--- config.mk ---
export PLATFORM = sky130hd
export DESIGN_NAME = pwmt_top
export DESIGN_NICKNAME = d
export VERILOG_FILES = /design/src/pwmt_pkg.sv /design/src/pwmt_deadband.sv /design/src/pwmt_top.sv
export SDC_FILE = /design/constraint.sdc
export NUM_CORES = 1
export LEC_CHECK = 0
export ABC_AREA = 1
export BUFFER_PORTS_ARGS = -buffer_cell sky130_fd_sc_hd__buf_2
export CORE_AREA = 2 2 201 203
export DETAILED_ROUTE_END_ITERATION = 12
export DIE_AREA = 0 0 203 205
export PLACE_DENSITY = 0.62
export SLEW_MARGIN = 15
export SYNTH_ARGS = -nofsm -noshare
export SYNTH_HDL_FRONTEND = slang
export SYNTH_SLANG_ARGS = --single-unit
--- constraint.sdc ---
create_clock -name sys_clk -period 2.1 [get_ports sys_clk]
set_input_delay 0.21 -clock sys_clk [delete_from_list [all_inputs] [get_ports sys_clk]]
set_output_delay 0.21 -clock sys_clk [all_outputs]
set_load 0.05 [all_outputs]
--- src/pwmt_pkg.sv ---
// package: register map, field layout and types of the pwm unit
package pwmt_pkg;

  localparam int ADR_W = 8;
  localparam int CNT_W = 16;
  localparam int EVT_W = 6;

  localparam logic [ADR_W-1:0] OFS_CTRL = 8'h00;
  localparam logic [ADR_W-1:0] OFS_PERIOD = 8'h04;
  localparam logic [ADR_W-1:0] OFS_CMP = 8'h08;
  localparam logic [ADR_W-1:0] OFS_DEAD = 8'h0C;
  localparam logic [ADR_W-1:0] OFS_ISTAT = 8'h10;
  localparam logic [ADR_W-1:0] OFS_IMASK = 8'h14;
  localparam logic [ADR_W-1:0] OFS_ADCSEL = 8'h18;
  localparam logic [ADR_W-1:0] OFS_STAT = 8'h1C;

  // event bit positions, shared by status, mask and adc select
  localparam int EV_PRD = 0;
  localparam int EV_ZERO = 1;
  localparam int EV_CUP = 2;
  localparam int EV_CDN = 3;
  localparam int EV_CBC = 4;
  localparam int EV_OST = 5;

  localparam int DEAD_FALL_LSB = 16;
  localparam int ST_DIR = 16;
  localparam int ST_OST = 17;
  localparam int ST_CBC = 18;

  localparam logic [15:0] CTRL_RST = 16'h0000;
  localparam logic [15:0] PERIOD_RST = 16'h00FF;
  localparam logic [15:0] CMP_RST = 16'h0000;
  localparam logic [31:0] DEAD_RST = 32'h0000_0000;

  typedef enum logic [1:0] {MODE_UP, MODE_DOWN, MODE_UPDN, MODE_STOP} pwmtMode_t;
  typedef enum logic [1:0] {LD_ZERO, LD_PERIOD, LD_BOTH, LD_NOW} pwmtLoad_t;
  typedef enum logic [1:0] {BLK_HIZ, BLK_HIGH, BLK_LOW} pwmtBlk_t;

  typedef struct packed {
    logic dbEn;
    pwmtBlk_t blkB;
    pwmtBlk_t blkA;
    logic filtEn;
    logic cbcEn;
    logic ostEn;
    logic complEn;
    logic forceLvl;
    logic forceEn;
    pwmtLoad_t loadSel;
    pwmtMode_t mode;
    logic run;
  } pwmtCtrl_t;

  typedef struct packed {
    logic [ADR_W-1:0] adr;
    logic [31:0] dat;
    logic [3:0] sel;
    logic we;
  } pwmtBusReq_t;

endpackage : pwmt_pkg

--- src/pwmt_deadband.sv ---
// dead-band stage: separate rising and falling edge delays
`timescale 1ns/100ps
module pwmt_deadband #(
  parameter int W = 16
) (
  // clock and reset
  input wire logic sys_clk,
  input wire logic rst_n,
  input wire logic ce,
  // waveform and delays in clock cycles
  input wire logic wave,
  input wire logic [W-1:0] riseDly,
  input wire logic [W-1:0] fallDly,
  // delayed waveforms
  output logic riseOut,
  output logic fallOut
);

  logic wavePrev_q;
  logic [W-1:0] riseCnt_q;
  logic [W-1:0] fallCnt_q;
  logic edgeSeen;
  logic riseDone;
  logic fallDone;

  assign edgeSeen = wave != wavePrev_q;
  assign riseDone = edgeSeen ? (riseDly == '0) : (riseCnt_q <= W'(1));
  assign fallDone = edgeSeen ? (fallDly == '0) : (fallCnt_q <= W'(1));

  ////////////////////////////////////////////////////////////////////
  always_ff @(posedge sys_clk or negedge rst_n) begin
    if (!rst_n) begin
      wavePrev_q <= 1'b0;
      riseCnt_q <= '0;
      fallCnt_q <= '0;
    end else if (ce) begin
      wavePrev_q <= wave;
      if (edgeSeen) begin
        riseCnt_q <= riseDly;
        fallCnt_q <= fallDly;
      end else begin
        if (riseCnt_q != '0) begin
          riseCnt_q <= riseCnt_q - W'(1);
        end
        if (fallCnt_q != '0) begin
          fallCnt_q <= fallCnt_q - W'(1);
        end
      end
    end
  end

  // short pulses narrower than the delay vanish on that path
  always_ff @(posedge sys_clk or negedge rst_n) begin
    if (!rst_n) begin
      riseOut <= 1'b0;
      fallOut <= 1'b0;
    end else if (ce) begin
      riseOut <= wave & riseDone;
      fallOut <= wave | ~fallDone;
    end
  end

endmodule : pwmt_deadband

--- src/pwmt_top.sv ---
// pwm unit: time base, compare, action, dead band, trip, events
// Behaviour
// - sixteen-bit time-base counter, period set by a software register.
// - up-down mode: output high on rising match, low on falling match.
// - up-down period lasts twice the period value in clock cycles.
// - up-down duty is one minus the ratio of compare value to period value.
// - counter equal to period raises an interrupt event when enabled.
// - compare writes go to a shadow, loaded at a selectable point.
// - software can force the output level, overriding compare actions.
// - dead band delays rising and falling edges by separate amounts.
// - second output is the fall-delayed waveform, inverted only while complEn is set; only then never both on while not blocked.
// - a fault blocks outputs per cycle or one-shot, as configured.
// - while blocked each output is high, low or high impedance.
// - compare results or trip inputs block raw or after filtering.
// - any event can drive the interrupt or an adc start request.
// - per-cycle blocking releases itself at the next period start.
// - one-shot blocking holds until software clears its flag.
// - one-shot blocking wins when both kinds assert together.
`timescale 1ns/100ps
module pwmt_top #(
  parameter int FILT_LEN = 4
) (
  // clock, reset, enable
  input wire logic sys_clk,
  input wire logic rst_n,
  input wire logic ce,
  // wishbone classic slave
  input wire logic cyc_i,
  input wire logic stb_i,
  input wire logic we_i,
  input wire logic [pwmt_pkg::ADR_W-1:0] adr_i,
  input wire logic [31:0] dat_i,
  input wire logic [3:0] sel_i,
  output logic [31:0] dat_o,
  output logic ack_o,
  // fault sources
  input wire logic [1:0] tripIn,
  input wire logic dcEvt,
  // power stage outputs
  output logic pwmAOut,
  output logic pwmAOe,
  output logic pwmBOut,
  output logic pwmBOe,
  // system
  output logic irq,
  output logic adcReq
);

  localparam int FW = $clog2(FILT_LEN + 1);

  pwmt_pkg::pwmtCtrl_t ctrl_q;
  pwmt_pkg::pwmtBusReq_t req;
  logic [15:0] period_q;
  logic [15:0] cmpShadow_q;
  logic [15:0] cmpAct_q;
  logic [31:0] dead_q;
  logic [pwmt_pkg::EVT_W-1:0] istat_q;
  logic [pwmt_pkg::EVT_W-1:0] imask_q;
  logic [pwmt_pkg::EVT_W-1:0] adcSel_q;
  logic [15:0] count_q;
  logic [15:0] count_d;
  logic dirDown_q;
  logic dirDown_d;
  logic act_q;
  logic [1:0] tripMeta_q;
  logic [1:0] tripSync_q;
  logic [FW-1:0] filt_q;
  logic ost_q;
  logic cbc_q;
  logic ack_q;
  logic [31:0] rdVal;
  logic [31:0] wrVal;
  logic wrEn;
  logic statRead;
  logic ostClr;
  logic ticking;
  logic atPrd;
  logic atZero;
  logic cmpHit;
  logic rawFault;
  logic fault;
  logic cbcSet;
  logic ostSet;
  logic blocked;
  logic redOut;
  logic fedOut;
  logic preB;
  logic [pwmt_pkg::EVT_W-1:0] evt;
  logic [15:0] riseDly;
  logic [15:0] fallDly;

  // merges byte lanes of a write into the current register value
  function automatic logic [31:0] pwmtMerge(input logic [31:0] old,
                                            input logic [31:0] nw,
                                            input logic [3:0] sel);
    logic [31:0] res;
    res = old;
    for (int i = 0; i < 4; i++) begin
      if (sel[i]) begin
        res[i*8 +: 8] = nw[i*8 +: 8];
      end
    end
    return res;
  endfunction : pwmtMerge

  // blocked pin level: {oe, out}
  function automatic logic [1:0] pwmtBlock(input pwmt_pkg::pwmtBlk_t st,
                                           input logic pre,
                                           input logic blk);
    logic [1:0] res;
    res = {1'b1, pre};
    if (blk) begin
      case (st)
        pwmt_pkg::BLK_HIGH: res = 2'b11;
        pwmt_pkg::BLK_LOW: res = 2'b10;
        default: res = 2'b00;
      endcase
    end
    return res;
  endfunction : pwmtBlock

  ////////////////////////////////////////////////////////////////////
  // wishbone slave: ack one cycle after the request, writes on ack
  assign req = '{adr: adr_i, dat: dat_i, sel: sel_i, we: we_i};
  assign ack_o = ack_q;
  assign wrEn = cyc_i & stb_i & req.we & ack_q;
  assign statRead = cyc_i & stb_i & ~req.we & ack_q & (req.adr == pwmt_pkg::OFS_ISTAT);
  assign ostClr = wrEn & (req.adr == pwmt_pkg::OFS_STAT) & wrVal[pwmt_pkg::ST_OST];
  assign wrVal = pwmtMerge(rdVal, req.dat, req.sel);

  always_comb begin
    rdVal = 32'h0000_0000;
    case (req.adr)
      pwmt_pkg::OFS_CTRL: rdVal[15:0] = ctrl_q;
      pwmt_pkg::OFS_PERIOD: rdVal[15:0] = period_q;
      pwmt_pkg::OFS_CMP: rdVal[15:0] = cmpShadow_q;
      pwmt_pkg::OFS_DEAD: rdVal = dead_q;
      pwmt_pkg::OFS_ISTAT: rdVal[pwmt_pkg::EVT_W-1:0] = istat_q;
      pwmt_pkg::OFS_IMASK: rdVal[pwmt_pkg::EVT_W-1:0] = imask_q;
      pwmt_pkg::OFS_ADCSEL: rdVal[pwmt_pkg::EVT_W-1:0] = adcSel_q;
      pwmt_pkg::OFS_STAT: begin
        rdVal[15:0] = count_q;
        rdVal[pwmt_pkg::ST_DIR] = dirDown_q;
        rdVal[pwmt_pkg::ST_OST] = ost_q;
        rdVal[pwmt_pkg::ST_CBC] = cbc_q;
      end
      default: rdVal = 32'h0000_0000;
    endcase
  end

  always_ff @(posedge sys_clk or negedge rst_n) begin
    if (!rst_n) begin
      ack_q <= 1'b0;
      dat_o <= 32'h0000_0000;
    end else if (ce) begin
      ack_q <= cyc_i & stb_i & ~ack_q;
      dat_o <= rdVal;
    end
  end

  always_ff @(posedge sys_clk or negedge rst_n) begin
    if (!rst_n) begin
      ctrl_q <= pwmt_pkg::pwmtCtrl_t'(pwmt_pkg::CTRL_RST);
      period_q <= pwmt_pkg::PERIOD_RST;
      cmpShadow_q <= pwmt_pkg::CMP_RST;
      dead_q <= pwmt_pkg::DEAD_RST;
      imask_q <= '0;
      adcSel_q <= '0;
    end else if (ce && wrEn) begin
      case (req.adr)
        pwmt_pkg::OFS_CTRL: ctrl_q <= pwmt_pkg::pwmtCtrl_t'(wrVal[15:0]);
        pwmt_pkg::OFS_PERIOD: period_q <= wrVal[15:0];
        pwmt_pkg::OFS_CMP: cmpShadow_q <= wrVal[15:0];
        pwmt_pkg::OFS_DEAD: dead_q <= wrVal;
        pwmt_pkg::OFS_IMASK: imask_q <= wrVal[pwmt_pkg::EVT_W-1:0];
        pwmt_pkg::OFS_ADCSEL: adcSel_q <= wrVal[pwmt_pkg::EVT_W-1:0];
        default: ;
      endcase
    end
  end

  ////////////////////////////////////////////////////////////////////
  // time base
  assign ticking = ce & ctrl_q.run;
  assign atPrd = count_q >= period_q;
  assign atZero = count_q == 16'h0000;

  always_comb begin
    count_d = count_q;
    dirDown_d = dirDown_q;
    case (ctrl_q.mode)
      pwmt_pkg::MODE_UP: begin
        dirDown_d = 1'b0;
        count_d = atPrd ? 16'h0000 : count_q + 16'h0001;
      end
      pwmt_pkg::MODE_DOWN: begin
        dirDown_d = 1'b1;
        count_d = atZero ? period_q : count_q - 16'h0001;
      end
      pwmt_pkg::MODE_UPDN: begin
        // climb to the period, then return: two period values per cycle
        if (period_q == 16'h0000) begin
          count_d = 16'h0000;
        end else if (!dirDown_q) begin
          dirDown_d = atPrd;
          count_d = atPrd ? period_q - 16'h0001 : count_q + 16'h0001;
        end else begin
          dirDown_d = ~atZero;
          count_d = atZero ? 16'h0001 : count_q - 16'h0001;
        end
      end
      default: ;
    endcase
  end

  always_ff @(posedge sys_clk or negedge rst_n) begin
    if (!rst_n) begin
      count_q <= 16'h0000;
      dirDown_q <= 1'b0;
    end else if (ticking) begin
      count_q <= count_d;
      dirDown_q <= dirDown_d;
    end
  end

  ////////////////////////////////////////////////////////////////////
  // compare with shadow load
  assign cmpHit = count_q == cmpAct_q;

  always_ff @(posedge sys_clk or negedge rst_n) begin
    if (!rst_n) begin
      cmpAct_q <= pwmt_pkg::CMP_RST;
    end else if (ce) begin
      case (ctrl_q.loadSel)
        pwmt_pkg::LD_ZERO: if (ticking && atZero) cmpAct_q <= cmpShadow_q;
        pwmt_pkg::LD_PERIOD: if (ticking && atPrd) cmpAct_q <= cmpShadow_q;
        pwmt_pkg::LD_BOTH: if (ticking && (atZero || atPrd)) cmpAct_q <= cmpShadow_q;
        default: cmpAct_q <= cmpShadow_q;
      endcase
    end
  end

  // action stage; up-down high time is period minus compare, times two; up mode high time is the compare value
  always_ff @(posedge sys_clk or negedge rst_n) begin
    if (!rst_n) begin
      act_q <= 1'b0;
    end else if (ce) begin
      if (ctrl_q.forceEn) begin
        act_q <= ctrl_q.forceLvl;
      end else if (ticking && cmpHit) begin
        act_q <= (ctrl_q.mode == pwmt_pkg::MODE_UP) ? 1'b0 : ~dirDown_q;
      end else if (ticking && atZero && ctrl_q.mode == pwmt_pkg::MODE_UP) begin
        act_q <= 1'b1;
      end
    end
  end

  ////////////////////////////////////////////////////////////////////
  // dead band and complementary pair
  assign riseDly = ctrl_q.dbEn ? dead_q[15:0] : 16'h0000;
  assign fallDly = ctrl_q.dbEn ? dead_q[pwmt_pkg::DEAD_FALL_LSB +: 16] : 16'h0000;

  pwmt_deadband #(.W(16)) u_deadband (
    .sys_clk(sys_clk),
    .rst_n(rst_n),
    .ce(ce),
    .wave(act_q),
    .riseDly(riseDly),
    .fallDly(fallDly),
    .riseOut(redOut),
    .fallOut(fedOut)
  );

  // inverting the fall-delayed copy keeps both switches apart
  assign preB = ctrl_q.complEn ? ~fedOut : fedOut;

  ////////////////////////////////////////////////////////////////////
  // fault path: pins synchronised, compare result same-clock
  always_ff @(posedge sys_clk or negedge rst_n) begin
    if (!rst_n) begin
      tripMeta_q <= 2'b00;
      tripSync_q <= 2'b00;
    end else if (ce) begin
      tripMeta_q <= tripIn;
      tripSync_q <= tripMeta_q;
    end
  end

  assign rawFault = (|tripSync_q) | dcEvt;

  always_ff @(posedge sys_clk or negedge rst_n) begin
    if (!rst_n) begin
      filt_q <= '0;
    end else if (ce) begin
      if (!rawFault) begin
        filt_q <= '0;
      end else if (filt_q != FW'(FILT_LEN)) begin
        filt_q <= filt_q + FW'(1);
      end
    end
  end

  assign fault = ctrl_q.filtEn ? (filt_q == FW'(FILT_LEN)) : rawFault;
  assign ostSet = fault & ctrl_q.ostEn;
  assign cbcSet = fault & ctrl_q.cbcEn & ~ost_q & ~ostSet;
  assign blocked = ost_q | cbc_q;

  // set wins over the software clear
  always_ff @(posedge sys_clk or negedge rst_n) begin
    if (!rst_n) begin
      ost_q <= 1'b0;
    end else if (ce) begin
      if (ostSet) begin
        ost_q <= 1'b1;
      end else if (ostClr) begin
        ost_q <= 1'b0;
      end
    end
  end

  always_ff @(posedge sys_clk or negedge rst_n) begin
    if (!rst_n) begin
      cbc_q <= 1'b0;
    end else if (ce) begin
      if (cbcSet) begin
        cbc_q <= 1'b1;
      end else if (ost_q || ostSet || (ticking && atZero)) begin
        cbc_q <= 1'b0;
      end
    end
  end

  always_ff @(posedge sys_clk or negedge rst_n) begin
    if (!rst_n) begin
      {pwmAOe, pwmAOut} <= 2'b00;
      {pwmBOe, pwmBOut} <= 2'b00;
    end else if (ce) begin
      {pwmAOe, pwmAOut} <= pwmtBlock(ctrl_q.blkA, redOut, blocked);
      {pwmBOe, pwmBOut} <= pwmtBlock(ctrl_q.blkB, preB, blocked);
    end
  end

  ////////////////////////////////////////////////////////////////////
  // events, sticky status, interrupt and adc request
  always_comb begin
    evt = '0;
    evt[pwmt_pkg::EV_PRD] = ticking & (count_q == period_q);
    evt[pwmt_pkg::EV_ZERO] = ticking & atZero;
    evt[pwmt_pkg::EV_CUP] = ticking & cmpHit & ~dirDown_q;
    evt[pwmt_pkg::EV_CDN] = ticking & cmpHit & dirDown_q;
    evt[pwmt_pkg::EV_CBC] = ce & cbcSet & ~cbc_q;
    evt[pwmt_pkg::EV_OST] = ce & ostSet & ~ost_q;
  end

  always_ff @(posedge sys_clk or negedge rst_n) begin
    if (!rst_n) begin
      istat_q <= '0;
    end else if (ce) begin
      istat_q <= (statRead ? '0 : istat_q) | evt;
    end
  end

  always_ff @(posedge sys_clk or negedge rst_n) begin
    if (!rst_n) begin
      adcReq <= 1'b0;
    end else if (ce) begin
      adcReq <= |(evt & adcSel_q);
    end
  end

  assign irq = |(istat_q & imask_q);
endmodule : pwmt_top

# [Word level (Yosys, flattened, before mapping)]
# Cells that the tools add are included.
[word_totals] in_bits=53 regBits=214 wordCells=201 output_inout_bits=39
[classes] reduce_logical=42 order_cmp=3 n_eq_ne=25 n_mux=47 bitwise_logic=39 n_addsub=6
[op_table] operator="$mux W16" n=15
[op_table] operator="$pmux W16 S3" n=2
[op_table] operator="$logic_not A16 Y1" n=4
[op_table] operator="$sub A16 B1 Y16 const B" n=4
[op_table] operator="$pmux W10 S5" n=1
[op_table] operator="$pmux W6 S8" n=1
[op_table] operator="$eq A16 B16 Y1" n=2
[op_table] operator="$eq A8 B5 Y1 const B" n=4
[op_table] operator="$le A16 B1 Y1 const B" n=2
[op_table] operator="$mux W8" n=4
[op_table] operator="$reduce_bool A16 Y1" n=2
[op_table] operator="$reduce_and A2 Y1" n=13
[op_table] operator="$and A1 B1 Y1" n=24
[op_table] operator="$add A16 B1 Y16 const B" n=1
[op_table] operator="$eq A8 B4 Y1 const B" n=2
[op_table] operator="$ge A16 B16 Y1" n=1
[op_table] operator="$mux W1" n=14
[op_table] operator="$mux W13" n=1
[op_table] operator="$and A6 B6 Y6" n=2
[op_table] operator="$reduce_or A6 Y1" n=2
[op_table] operator="$not A1 Y1" n=9
[op_table] operator="$eq A2 B1 Y1 const B" n=4
[op_table] operator="$eq A2 B2 Y1 const B" n=4
[op_table] operator="$eq A8 B3 Y1 const B" n=1
[op_table] operator="other kinds (23)" n=43

# [Depth between registers and ports, before layout]
# Gate-level depths: netlist of run 1.
[logic_depth] ltp_word=10 depth_mapped=18

# [Hierarchy]
# Synthesis of run 1 repeated with hierarchy kept, for this count alone.
[hier_totals] cells_unflattened=2136 hier_area_um2=14345.0
[by_module_without_submodules] mod="pwmt_top" instances=1 area_each_um2=11471.0 cells_each=1667
[by_module_without_submodules] mod="pwmt_deadband" instances=1 area_each_um2=2874.0 cells_each=469

# [Least setup slack after synthesis of run 1]
# Ideal clock, no wire load.
[synth_timing] path_type="reg-to-reg" startpoint="register period_q[3]" endpoint="register cmpAct_q[10]" setup_slack_ns=-0.084 stages_incl_launch_ff=15 setup_ns=0.116 period_less_slack_ns=2.184 t_arrival_ns=2.067 required_time_ns=1.984 path_buffers=1 path_cell_list="dfstp_2 inv_1 ha_1 nand2_1 nor2_1 nand2_1 o21ai_2 nor2_4 nand2_8 nand2_2 a21oi_4 nand2_4 buf_6 nand2_1 nand2_1"
[synth_between] elab_chain_cells=5 word_cells_on_any_way=7 classes_between="order compare (1); eq/ne (2); reduce/logical (4)"
[synth_rtl] element="start: declaration" line_no="pwmt_top.sv:53" rtl="logic [15:0] period_q;"
[synth_rtl] element="start signal: assignment" line_no="pwmt_top.sv:164" rtl="period_q <= pwmt_pkg::PERIOD_RST;"
[synth_rtl] element="start signal: assignment" line_no="pwmt_top.sv:172" rtl="pwmt_pkg::OFS_PERIOD: period_q <= wrVal[15:0];"
[synth_rtl] element="$ge A16 B16 Y1 (*)" line_no="pwmt_top.sv:185" rtl="assign atPrd = count_q >= period_q;"
[synth_rtl] element="$logic_or A1 B1 Y1" line_no="pwmt_top.sv:237" rtl="pwmt_pkg::LD_BOTH: if (ticking && (atZero || atPrd)) cmpAct_q <= cmpShadow_q;"
[synth_rtl] element="$logic_and A1 B1 Y1" line_no="pwmt_top.sv:237"
[synth_rtl] element="$ne A2 B2 Y1 (no source line)"
[synth_rtl] element="$reduce_and A4 Y1 (no source line) (*)"
[synth_rtl] element="end signal: assignment" line_no="pwmt_top.sv:236" rtl="pwmt_pkg::LD_PERIOD: if (ticking && atPrd) cmpAct_q <= cmpShadow_q;"
[synth_rtl] element="end signal: assignment" line_no="pwmt_top.sv:237"
[synth_rtl] element="end signal: assignment" line_no="pwmt_top.sv:238" rtl="default: cmpAct_q <= cmpShadow_q;"
[synth_rtl] element="end: declaration" line_no="pwmt_top.sv:55" rtl="logic [15:0] cmpAct_q;"
# Every way passes the cells marked *; elsewhere a longest branch is shown, timed or not.
# A chain may end at the register's enable or synchronous reset.

# [Worst setup path in the final report of run 1]
[layout_timing] startpoint="register period_q[2]" endpoint="register cmpAct_q[0]"
# The elaborated chain is that of the path after synthesis.

==> results of run 1 <==
[registers in the layout, indices dropped and copies added, names as in the netlist, 3 cells and up]
| register | flops |
|---|---|
| u_deadband.fallCnt_q | 16 |
| u_deadband.riseCnt_q | 16 |
| dead_q | 32 |
| count_q | 16 |
| istat_q | 6 |
| filt_q | 3 |
| adcSel_q | 6 |
| ctrl_q | 16 |
| cmpShadow_q | 16 |
| imask_q | 6 |
| cmpAct_q | 16 |
| period_q | 16 |
| dat_o | 32 |
[timing repair]
| item | CTS | global route |
|---|---|---|
| cloned | 2 | 1 |
| pin swaps | 15 | 18 |
| gates resized for setup | 40 | 40 |
| endpoints found under the hold margin | 72 | 0 |
| buffers inserted | 6 | 7 |
| setup endpoints to repair | 33 | 45 |
| hold buffers | 20 | 0 |
[cells in the final DEF (no fill, tap or decap), types with 4 or more instances in the layout]
cell type,n
xnor2_1,9
nand2_8,4
nor2_1,194
o22ai_1,42
clkinv_1,4
dfrtp_1,204
buf_4,150
clkbuf_1,5
o211ai_1,11
bufinv_16,4
xor2_1,31
ha_4,8
ha_1,21
buf_2,90
clkinv_4,4
clkbuf_8,4
nand4_1,25
nand3_4,4
a21oi_1,56
buf_12,11
nand3_2,12
inv_1,190
dlygate4sd3_1,20
inv_2,23
a41oi_1,9
nand2_4,7
o21ai_0,146
nor2_2,12
nand2_2,29
dfstp_2,8
nand3_1,184
nor2_4,11
nor3_1,11
a31oi_1,14
or2_2,20
clkbuf_16,26
o21ai_1,22
nand2_1,514
[layer usage]
| metal | vias to the layer above | share of wire (%) |
|---|---|---|
| met5 | - | 0 |
| met4 | 0 | 2.9 |
| met3 | 94 | 7.7 |
| met2 | 626 | 45 |
| met1 | 6828 | 45 |
| li1 | 6811 | - |
[critical path, delay by kind of cell, from the launching register on]
kind	cells	cell delay, ns
AO/OA/AOI/OAI	1	0.20
buffers and inverters	3	0.26
flip-flops	1	0.54
adder cells (fa/ha/maj)	1	0.27
AND/OR/NAND/NOR	11	0.80
[power by group]
part | internal [mW] | switching (mW)
Clock | 2.93 | 1.94
Combinational | 0.630 | 1.08
Sequential | 4.44 | 0.232
Total | 8.00 | 3.25
[kinds of logic after synthesis]
kind of cell / synth area share (%)
buffers and inverters: 8.83
xor gates and xnor gates: 2.63
adders and majority gates: 2.84
AOI/OAI and AO/OA: 13.6
and+or+nand+nor: 32.8
DFF: 39.3
[stage by stage]
step / instances / setup slack [ns] / hold slack [ns]
6_report: 2718 / -0.0928 / 0.0302
5_1_grt: 2718 / -0.209 / 0.0427
4_1_cts: 2711 / -0.0421 / 0.0194
3_5_place_dp: 2635 / -0.150 / 0.186
3_3_place_gp: 2635 / -0.101 / 0.181
2_1_floorplan: 1949 / -0.0766 / -0.0856
[path summary, 6_finish.rpt]
check | start | endpoint | slack (ns) | depth (start not counted)
worst max-delay path | period_q[2] | cmpAct_q[0] | -0.09 | 16
worst min-delay path | dat_i[15] | cmpShadow_q[15] | 0.03 | 4
worst max register to register | period_q[2] | cmpAct_q[0] | -0.09 | 16
worst min register to register | dat_o[25] | dat_o[25] | 0.47 | 2
max in group asynchronous | rst_n | adcSel_q[2] | 1.11 | 3
min in group asynchronous | rst_n | tripSync_q[1] | 0.20 | 2
[area by class of cell]
type / count / area share, %
Antenna cell: 1 / 0.0145
Multi-Input combinational cell: 1435 / 43.2
Timing Repair Buffer: 275 / 11.8
Inverter: 220 / 4.82
Sequential cell: 214 / 31.1
Clock inverter: 13 / 1.14
Tap cell: 525 / 3.80
Clock buffer: 35 / 4.19
==> flow_results.org, run 1 <==
** Status
- Outcome :: finished, violations left
- Violations in the final reports :: negative setup slack

** Placed design
- Placed inst area :: 15,700 um2
- Last weighted congestion value of the routability-driven placer :: approximately 0.94
- Port-buffer cells :: 91
- The HPWL after detailed placement is around 37 mm.

** Detailed routing
- Summing over every cut layer, the via total after detailed routing is 14,400.
- Wires add up to 49.6 mm.
- Vias per cell :: 5.28
- First DRT Iteration DRCs :: 1,612
- In this run the remaining antenna-violating nets after routing total 0.
- In the routed design, unresolved DRC markers number 0.
- Average wire per standard cell :: 18.3 um
- Drt pass-1 iters :: 6

** Synthesis
- Counting every instance in the synthesized netlist gives between 1,500 and 2,000.
- Mean post-synth cell area :: 7.00 um2
- Net count after synthesis :: roughly 2,000
- The share of synthesized area in the top cell type comes to approximately 38%.
- Number of warnings issued by yosys :: 0
- The cell area that synthesis handed to floorplanning was between 10,000 and 15,000 um2.
- Post-synthesis cell type count :: 57
- Fraction of registers with async set or reset after synthesis :: 100%
- Synth top area cells :: dfrtp_1, nand2_1, nand3_1
- The most used flip-flop cell after synthesis is dfrtp_1.
- After synthesis, the most frequently instantiated cells are nand2_1, dfrtp_1, nor2_1.
- After synthesis, flip-flops and latches occupy 39.3% of the total area.
- In this run, synthesis inferred 0 flip-flops with an integrated enable.
- In the post-synthesis netlist, the cell with the most instances is nand2_1.
- Synthesis inferred between 200 and 250 register bits.
- Summed over all instances, the cell type with the most area after synthesis is dfrtp_1.

** Die
- The floorplan step set the die width to 203 um.
- The floorplan has 73 rows.
- I/O pin cnt :: 92
- The die covers 41,600 um2.
- The floorplan step set the die height to 205 um.
- Initial core utilization :: 34.7%
- After floorplanning, the core was sized to cover 39,400 um2.

** Clocking
- At the later pin of the worst-skew pair, clock insertion delay measures 0.55 ns.
- The clock net in this run drives a total of around 210 sinks.
- Bufs on Longest Clock Path :: 3
- Clock tree from TritonCTS :: yes
- CTS built an H-tree with a depth of 1.
- TritonCTS created 26 clock buffers.
- Clock transition at the register clock pins on the worst setup and hold paths after CTS :: approximately 0.07 ns
- Root buffer cell :: clkbuf_16

** Finish
- Layout cells sized above 1 :: 20.8%
- Net count reported at finish :: 2,256
- Number of fill cells :: 3,939
- Area occupied by registers :: 5370 um2
- In the final layout, the multi-input gates occupy 7460 um2.
- Once layout is complete, the utilization of the core stands at a little over two fifths.
- Finished layout cell area :: 17,300 um2
- The area growth from synthesis to layout is 26.6%.

** Critical path
- Data on the critical path is required at its endpoint by 2.52 ns.
- The largest individual stage delay along the critical path comes from the cell dfstp_2.
- Startpoint Class :: flip-flop
- Kind of end point of the critical path :: flip-flop
- Data arrives at the worst endpoint at 2.62 ns.
- On the worst path, the slowest cell contributes a delay of about 0.54 ns.
- Crit path cell chain :: inv_2, ha_4, nand2_4, inv_1, nand2_1, nand2_1, nand2_1, nand2_2, nand2_4, nand2_8, nand2_4, a21oi_4, buf_12, nand2_8, nand2_1, nand2_1
- Along the worst path, the maximum fanout reaches 8.
- Worst Setup Path Type :: reg -> reg
- Counting stages on the worst path, the most repeated cell is nand2_1.

** STA
- Max Fclk :: roughly 460 MHz
- Final period utilization :: 104%
- Summed over all failing endpoints, the final setup total negative slack is -1.21 ns.
- Fin. max-slew vios :: 0
- Number of hold violations in the final report :: 0
- Setup repair after global routing could not meet its margin everywhere.
- Max-slew headroom :: 58.6%
- Subtracting the final worst setup slack from the clock period gives between 2 and 2.5 ns.
- Actual transition at the worst max-transition pin :: 0.620 ns
- Final worst clock skew :: 0.0194 ns
- Once routing completed, OpenROAD measured the worst setup slack at -0.0928 ns.
- Setup Viol. Count Final :: 21

** Pwr
- Total power draw :: 11.2 mW
- Dividing total power by cell area gives a power density of 651 nW/um2.
- IR analysis of the VDD net gives a maximum drop of 0.500 mV.
- Leakage power summed over all cells :: a little under 9 nW

** Global routing
- Via count of the first global-routing pass :: 13,800
- met2 is the most crowded layer.
- For met1 alone, demand over resource in global routing was 33.3%.
- After global routing the overflow that remains totals 0.
- Global routing consumed, over all layers together, between 20% and 30% of the routing resources.
- Number of antenna violations at the first check in global routing :: 1
- Met2 track utilization from global routing :: 37.3%
- Entering global routing, the biggest net connects 61 pins.
- The first global-routing pass estimated about 77 mm of wire.
- In the global route stage, met3 resource usage came out at 3.61%.

** Min path
- Worst hold path class :: in -> reg

** Run
- Max-cap violations in this run came to 0.
Note: power is estimated with default switching activity, not from simulation.
==> run 2: changes to the inputs <==
--- a/config.mk
+++ b/config.mk
@@ -8,6 +8,7 @@
 export ABC_AREA = 1
 export BUFFER_PORTS_ARGS = -buffer_cell sky130_fd_sc_hd__buf_2
 export CORE_AREA = 2 2 201 203
+export CTS_BUF_LIST = sky130_fd_sc_hd__clkbuf_8
 export DETAILED_ROUTE_END_ITERATION = 12
 export DIE_AREA = 0 0 203 205
 export PLACE_DENSITY = 0.62
==> flow_results.org, run 2 (synthesis results as in run 1) <==
** Global routing
- Via count of the first global-routing pass :: 14,100 (was 13,800)
- Pin count of the biggest net entering global routing :: 61 (unchanged)
- The global router's overall resource usage is 23.9% (was 23.5%).
- Number of antenna violations at the first check in global routing :: 1 (unchanged)
- Global route overflow :: 0 (unchanged)
- Wire length of the first global-routing pass :: 78.1 mm (was 77.3 mm)

** Die
- The die span in y was 205 um (unchanged).
- The floorplan core area was 39,400 um2 (unchanged).
- Chip Width :: 203 um (unchanged)
- I/O pin cnt :: 92 (unchanged)
- Initial core utilization :: 34.7% (unchanged)
- The full die area is 41,600 um2 (unchanged).
- Count of standard-cell rows :: 73 (unchanged)

** STA
- Actual transition at the worst max-transition pin :: 0.653 ns (was 0.620 ns)
- The total setup violations reported at the end of the flow came to 24 (was 21).
- The final max-slew violation count is 0 (unchanged).
- The worst slack on hold paths is 0.0151 ns (was 0.0302 ns).
- Final worst clock skew :: 0.0228 ns (was 0.0194 ns)
- RSZ-0062 raised after global routing :: yes (unchanged)
- The relative slew slack is 56.4% (was 58.6%).
- The final critical delay including setup and external delays came to 2.24 ns (was 2.19 ns).
- Max Fclk :: 447 MHz (was 456 MHz)
- Number of hold violations in the final report :: 0 (unchanged)
- The setup slack after layout came to -0.137 ns (was -0.0928 ns).
- The share of the clock period used by the worst path came to 107% (was 104%).

** Pwr
- Leakage power summed over all cells :: 8.80 nW (was 8.71 nW)
- The overall power of the completed layout is 11.3 mW (was 11.2 mW).
- The worst IR drop on VDD came to 0.392 mV (was 0.500 mV).
- Power density over the cells :: 654 nW/um2 (was 651 nW/um2)

** Detailed routing
- Vias per cell :: 5.24 (was 5.28)
- The post-route antenna net violation count is 0 (unchanged).
- Drt pass-1 iters :: 5 (was 6)
- The total number of vias was 14,400 (about the same).
- The wire length reported by the detailed router is 49.5 mm (was 49.6 mm).
- Post-route DRC violation count :: 0 (unchanged)
- First DRT Iteration DRCs :: 1,560 (was 1,612)
- The wire length per cell is 18.0 um (was 18.3 um).

** Critical path
- Worst r2r path cells :: 14 (was 16)
- The slowest stage cell on the critical path was dfstp_2 (unchanged).
- The critical path class was reg -> reg (unchanged).
- The nature of the critical path startpoint is a flip-flop (unchanged).
- Maximum single-stage delay on the critical path :: 0.53 ns (was 0.54 ns)
- The kind of cell adding the most delay to the critical path was simple AND/OR/NAND/NOR gates (unchanged).
- The number of gates on the worst path with buffers counted came to 14 (was 16).
- The biggest fanout along the worst timing path came to 8 (unchanged).
- End of the worst register-to-register path :: cmpAct_q[11] (was cmpAct_q[0])
- Register-to-register setup slack :: -0.14 ns (was -0.09 ns)
- The critical path data required time came to 2.61 ns (was 2.52 ns).
- The endpoint of the most critical setup path is cmpAct_q[11] (was cmpAct_q[0]).
- Launch point of the worst path :: period_q[3] (was period_q[2])
- Crit path cell chain: inv_2, ha_4, nand2_4, nor2_4, nand2_2, o21ai_2, nor2_4, nand2_8, nand2_4, a21oi_4, buf_12, buf_12, nand3_2, nand2_1 (was inv_2, ha_4, nand2_4, inv_1, nand2_1, nand2_1, nand2_1, nand2_2, nand2_4, nand2_8, nand2_4, a21oi_4, buf_12, nand2_8, nand2_1, nand2_1).
- The arrival time reported for the critical path endpoint came to 2.75 ns (was 2.62 ns).
- The type of element capturing the critical path is a flip-flop (unchanged).
- The combined buffer and inverter count along the critical path came to 3 (unchanged).
- The worst reg2reg path startpoint is period_q[3] (was period_q[2]).

** Finish
- The fill cell instance count of the final layout is 3,947 (was 3,939).
- The area overhead of the layout relative to synthesis came to 26.7% (was 26.6%).
- Leading cell types in the layout, fill and taps excluded :: nand2_1, dfrtp_1, inv_1 (was nand2_1, dfrtp_1, nor2_1)
- The final cell area excluding filler cells came to 17,300 um2 (about the same).
- The most common cell after layout, fill and taps aside is nand2_1 (unchanged).
- Biggest registers after layout: dat_o (32), dead_q (32) (unchanged).
- Layout cells sized above 1 :: 21.1% (was 20.8%)
- The post-layout net count was 2,268 (was 2,256).

** Clocking
- The count of H-tree levels built during CTS came to 2 (was 1).
- Total CTS buffers :: 41 (was 26)
- Bufs on Longest Clock Path :: 3 (unchanged)
- The root buffer cell was clkbuf_8 (was clkbuf_16).
- Worst-Skew Late Latency :: 0.59 ns (was 0.55 ns)
- TritonCTS Sinks :: 214 (unchanged)
- The CTS tree is yes (unchanged).
- Clock transition at the register clock pins on the worst setup and hold paths after CTS :: 0.07 ns (about the same)

** Placed design
- The post-placement worst setup slack came to -0.150 ns (unchanged).
- The detailed placement HPWL came to 37.0 mm (unchanged).
- The final weighted congestion in routability-driven placement came to 0.943 (unchanged).
- The total placed instance area was 15,700 um2 (unchanged).
- The count of input and output buffers was 91 (unchanged).

** Run
- The number of violations of the max-capacitance limit is 0 (unchanged).

** Min path
- Worst hold path class :: in -> reg (unchanged)

** Status
- Outcome :: finished, violations left (unchanged)
- Violations in the final reports: negative setup slack (unchanged).
==> run 2: worst min-delay path by stage <==
| stage | from | endpoint | slack, ns | depth (start not counted) |
|---|---|---|---|---|
| after detailed placement | rst_n | tripMeta_q[1] | 0.19 | 1 |
| after floorplan | rst_n | ack_o | -0.09 | 0 |
| after CTS | dat_i[8] | cmpShadow_q[8] | 0.00004 | 4 |
| after global routing | dat_i[8] | dead_q[8] | 0.03 | 4 |
| final | dat_i[8] | cmpShadow_q[8] | 0.02 | 4 |
| after global placement | rst_n | tripSync_q[1] | 0.18 | 1 |
==> run 2: worst register-to-register path, delay by kind of cell (launching register included) <==
kind	cells	cell delay, ns
AND/OR/NAND/NOR	8	0.62
flip-flops	1	0.53
AO/OA/AOI/OAI	2	0.41
buffers and inverters	3	0.33
adder cells (fa/ha/maj)	1	0.27
==> run 2: area by class of cell <==
cell class / count / area (um2) / area share (%)
Multi-Input combinational cell: 1434 / 7420 / 42.9
Sequential cell: 214 / 5370 / 31.0
Timing Repair Buffer: 273 / 2060 / 11.9
Inverter: 220 / 831 / 4.80
Clock buffer: 49 / 674 / 3.90
Tap cell: 525 / 657 / 3.80
Clock inverter: 27 / 287 / 1.66
Antenna cell: 1 / 2.50 / 0.0145
==> run 2: metrics by stage <==
step / cells / utilization, % / TNS (ns)
global placement: 2635 / 40.0 / -1.71
detailed placement: 2635 / 40.0 / -2.84
finish: 2743 / 43.9 / -2.31
global route: 2743 / 43.9 / -5.89
floorplan: 1949 / - / -0.765
CTS: 2741 / 43.7 / -0.682
==> run 2: power breakdown <==
part / total, mW / internal [mW] / switching (mW) / leakage, nW
clock: 4.92 / 2.89 / 2.03 / 0.531
sequential: 4.67 / 4.44 / 0.232 / 2.62
combinational: 1.72 / 0.635 / 1.08 / 5.65
==> run 2: what timing repair did <==
item                                   4_1_cts  5_1_grt
pin swaps                                   25       14
hold buffers                                22        0
endpoints found under the hold margin      114        0
gates cloned                                 2        0
setup buffers                                6        2
resized for setup                           41       28
setup endpoints to repair                   33       45
==> run 2: layer usage <==
layer / GRT usage, % / wire length, um / vias up
met1: 33.3 / 22000 / 6786
li1: - / - / 6830
met3: 4.26 / 3930 / 96
met2: 37.6 / 22100 / 648
met5: 0 / 0 / -
met4: 8.08 / 1420 / 0
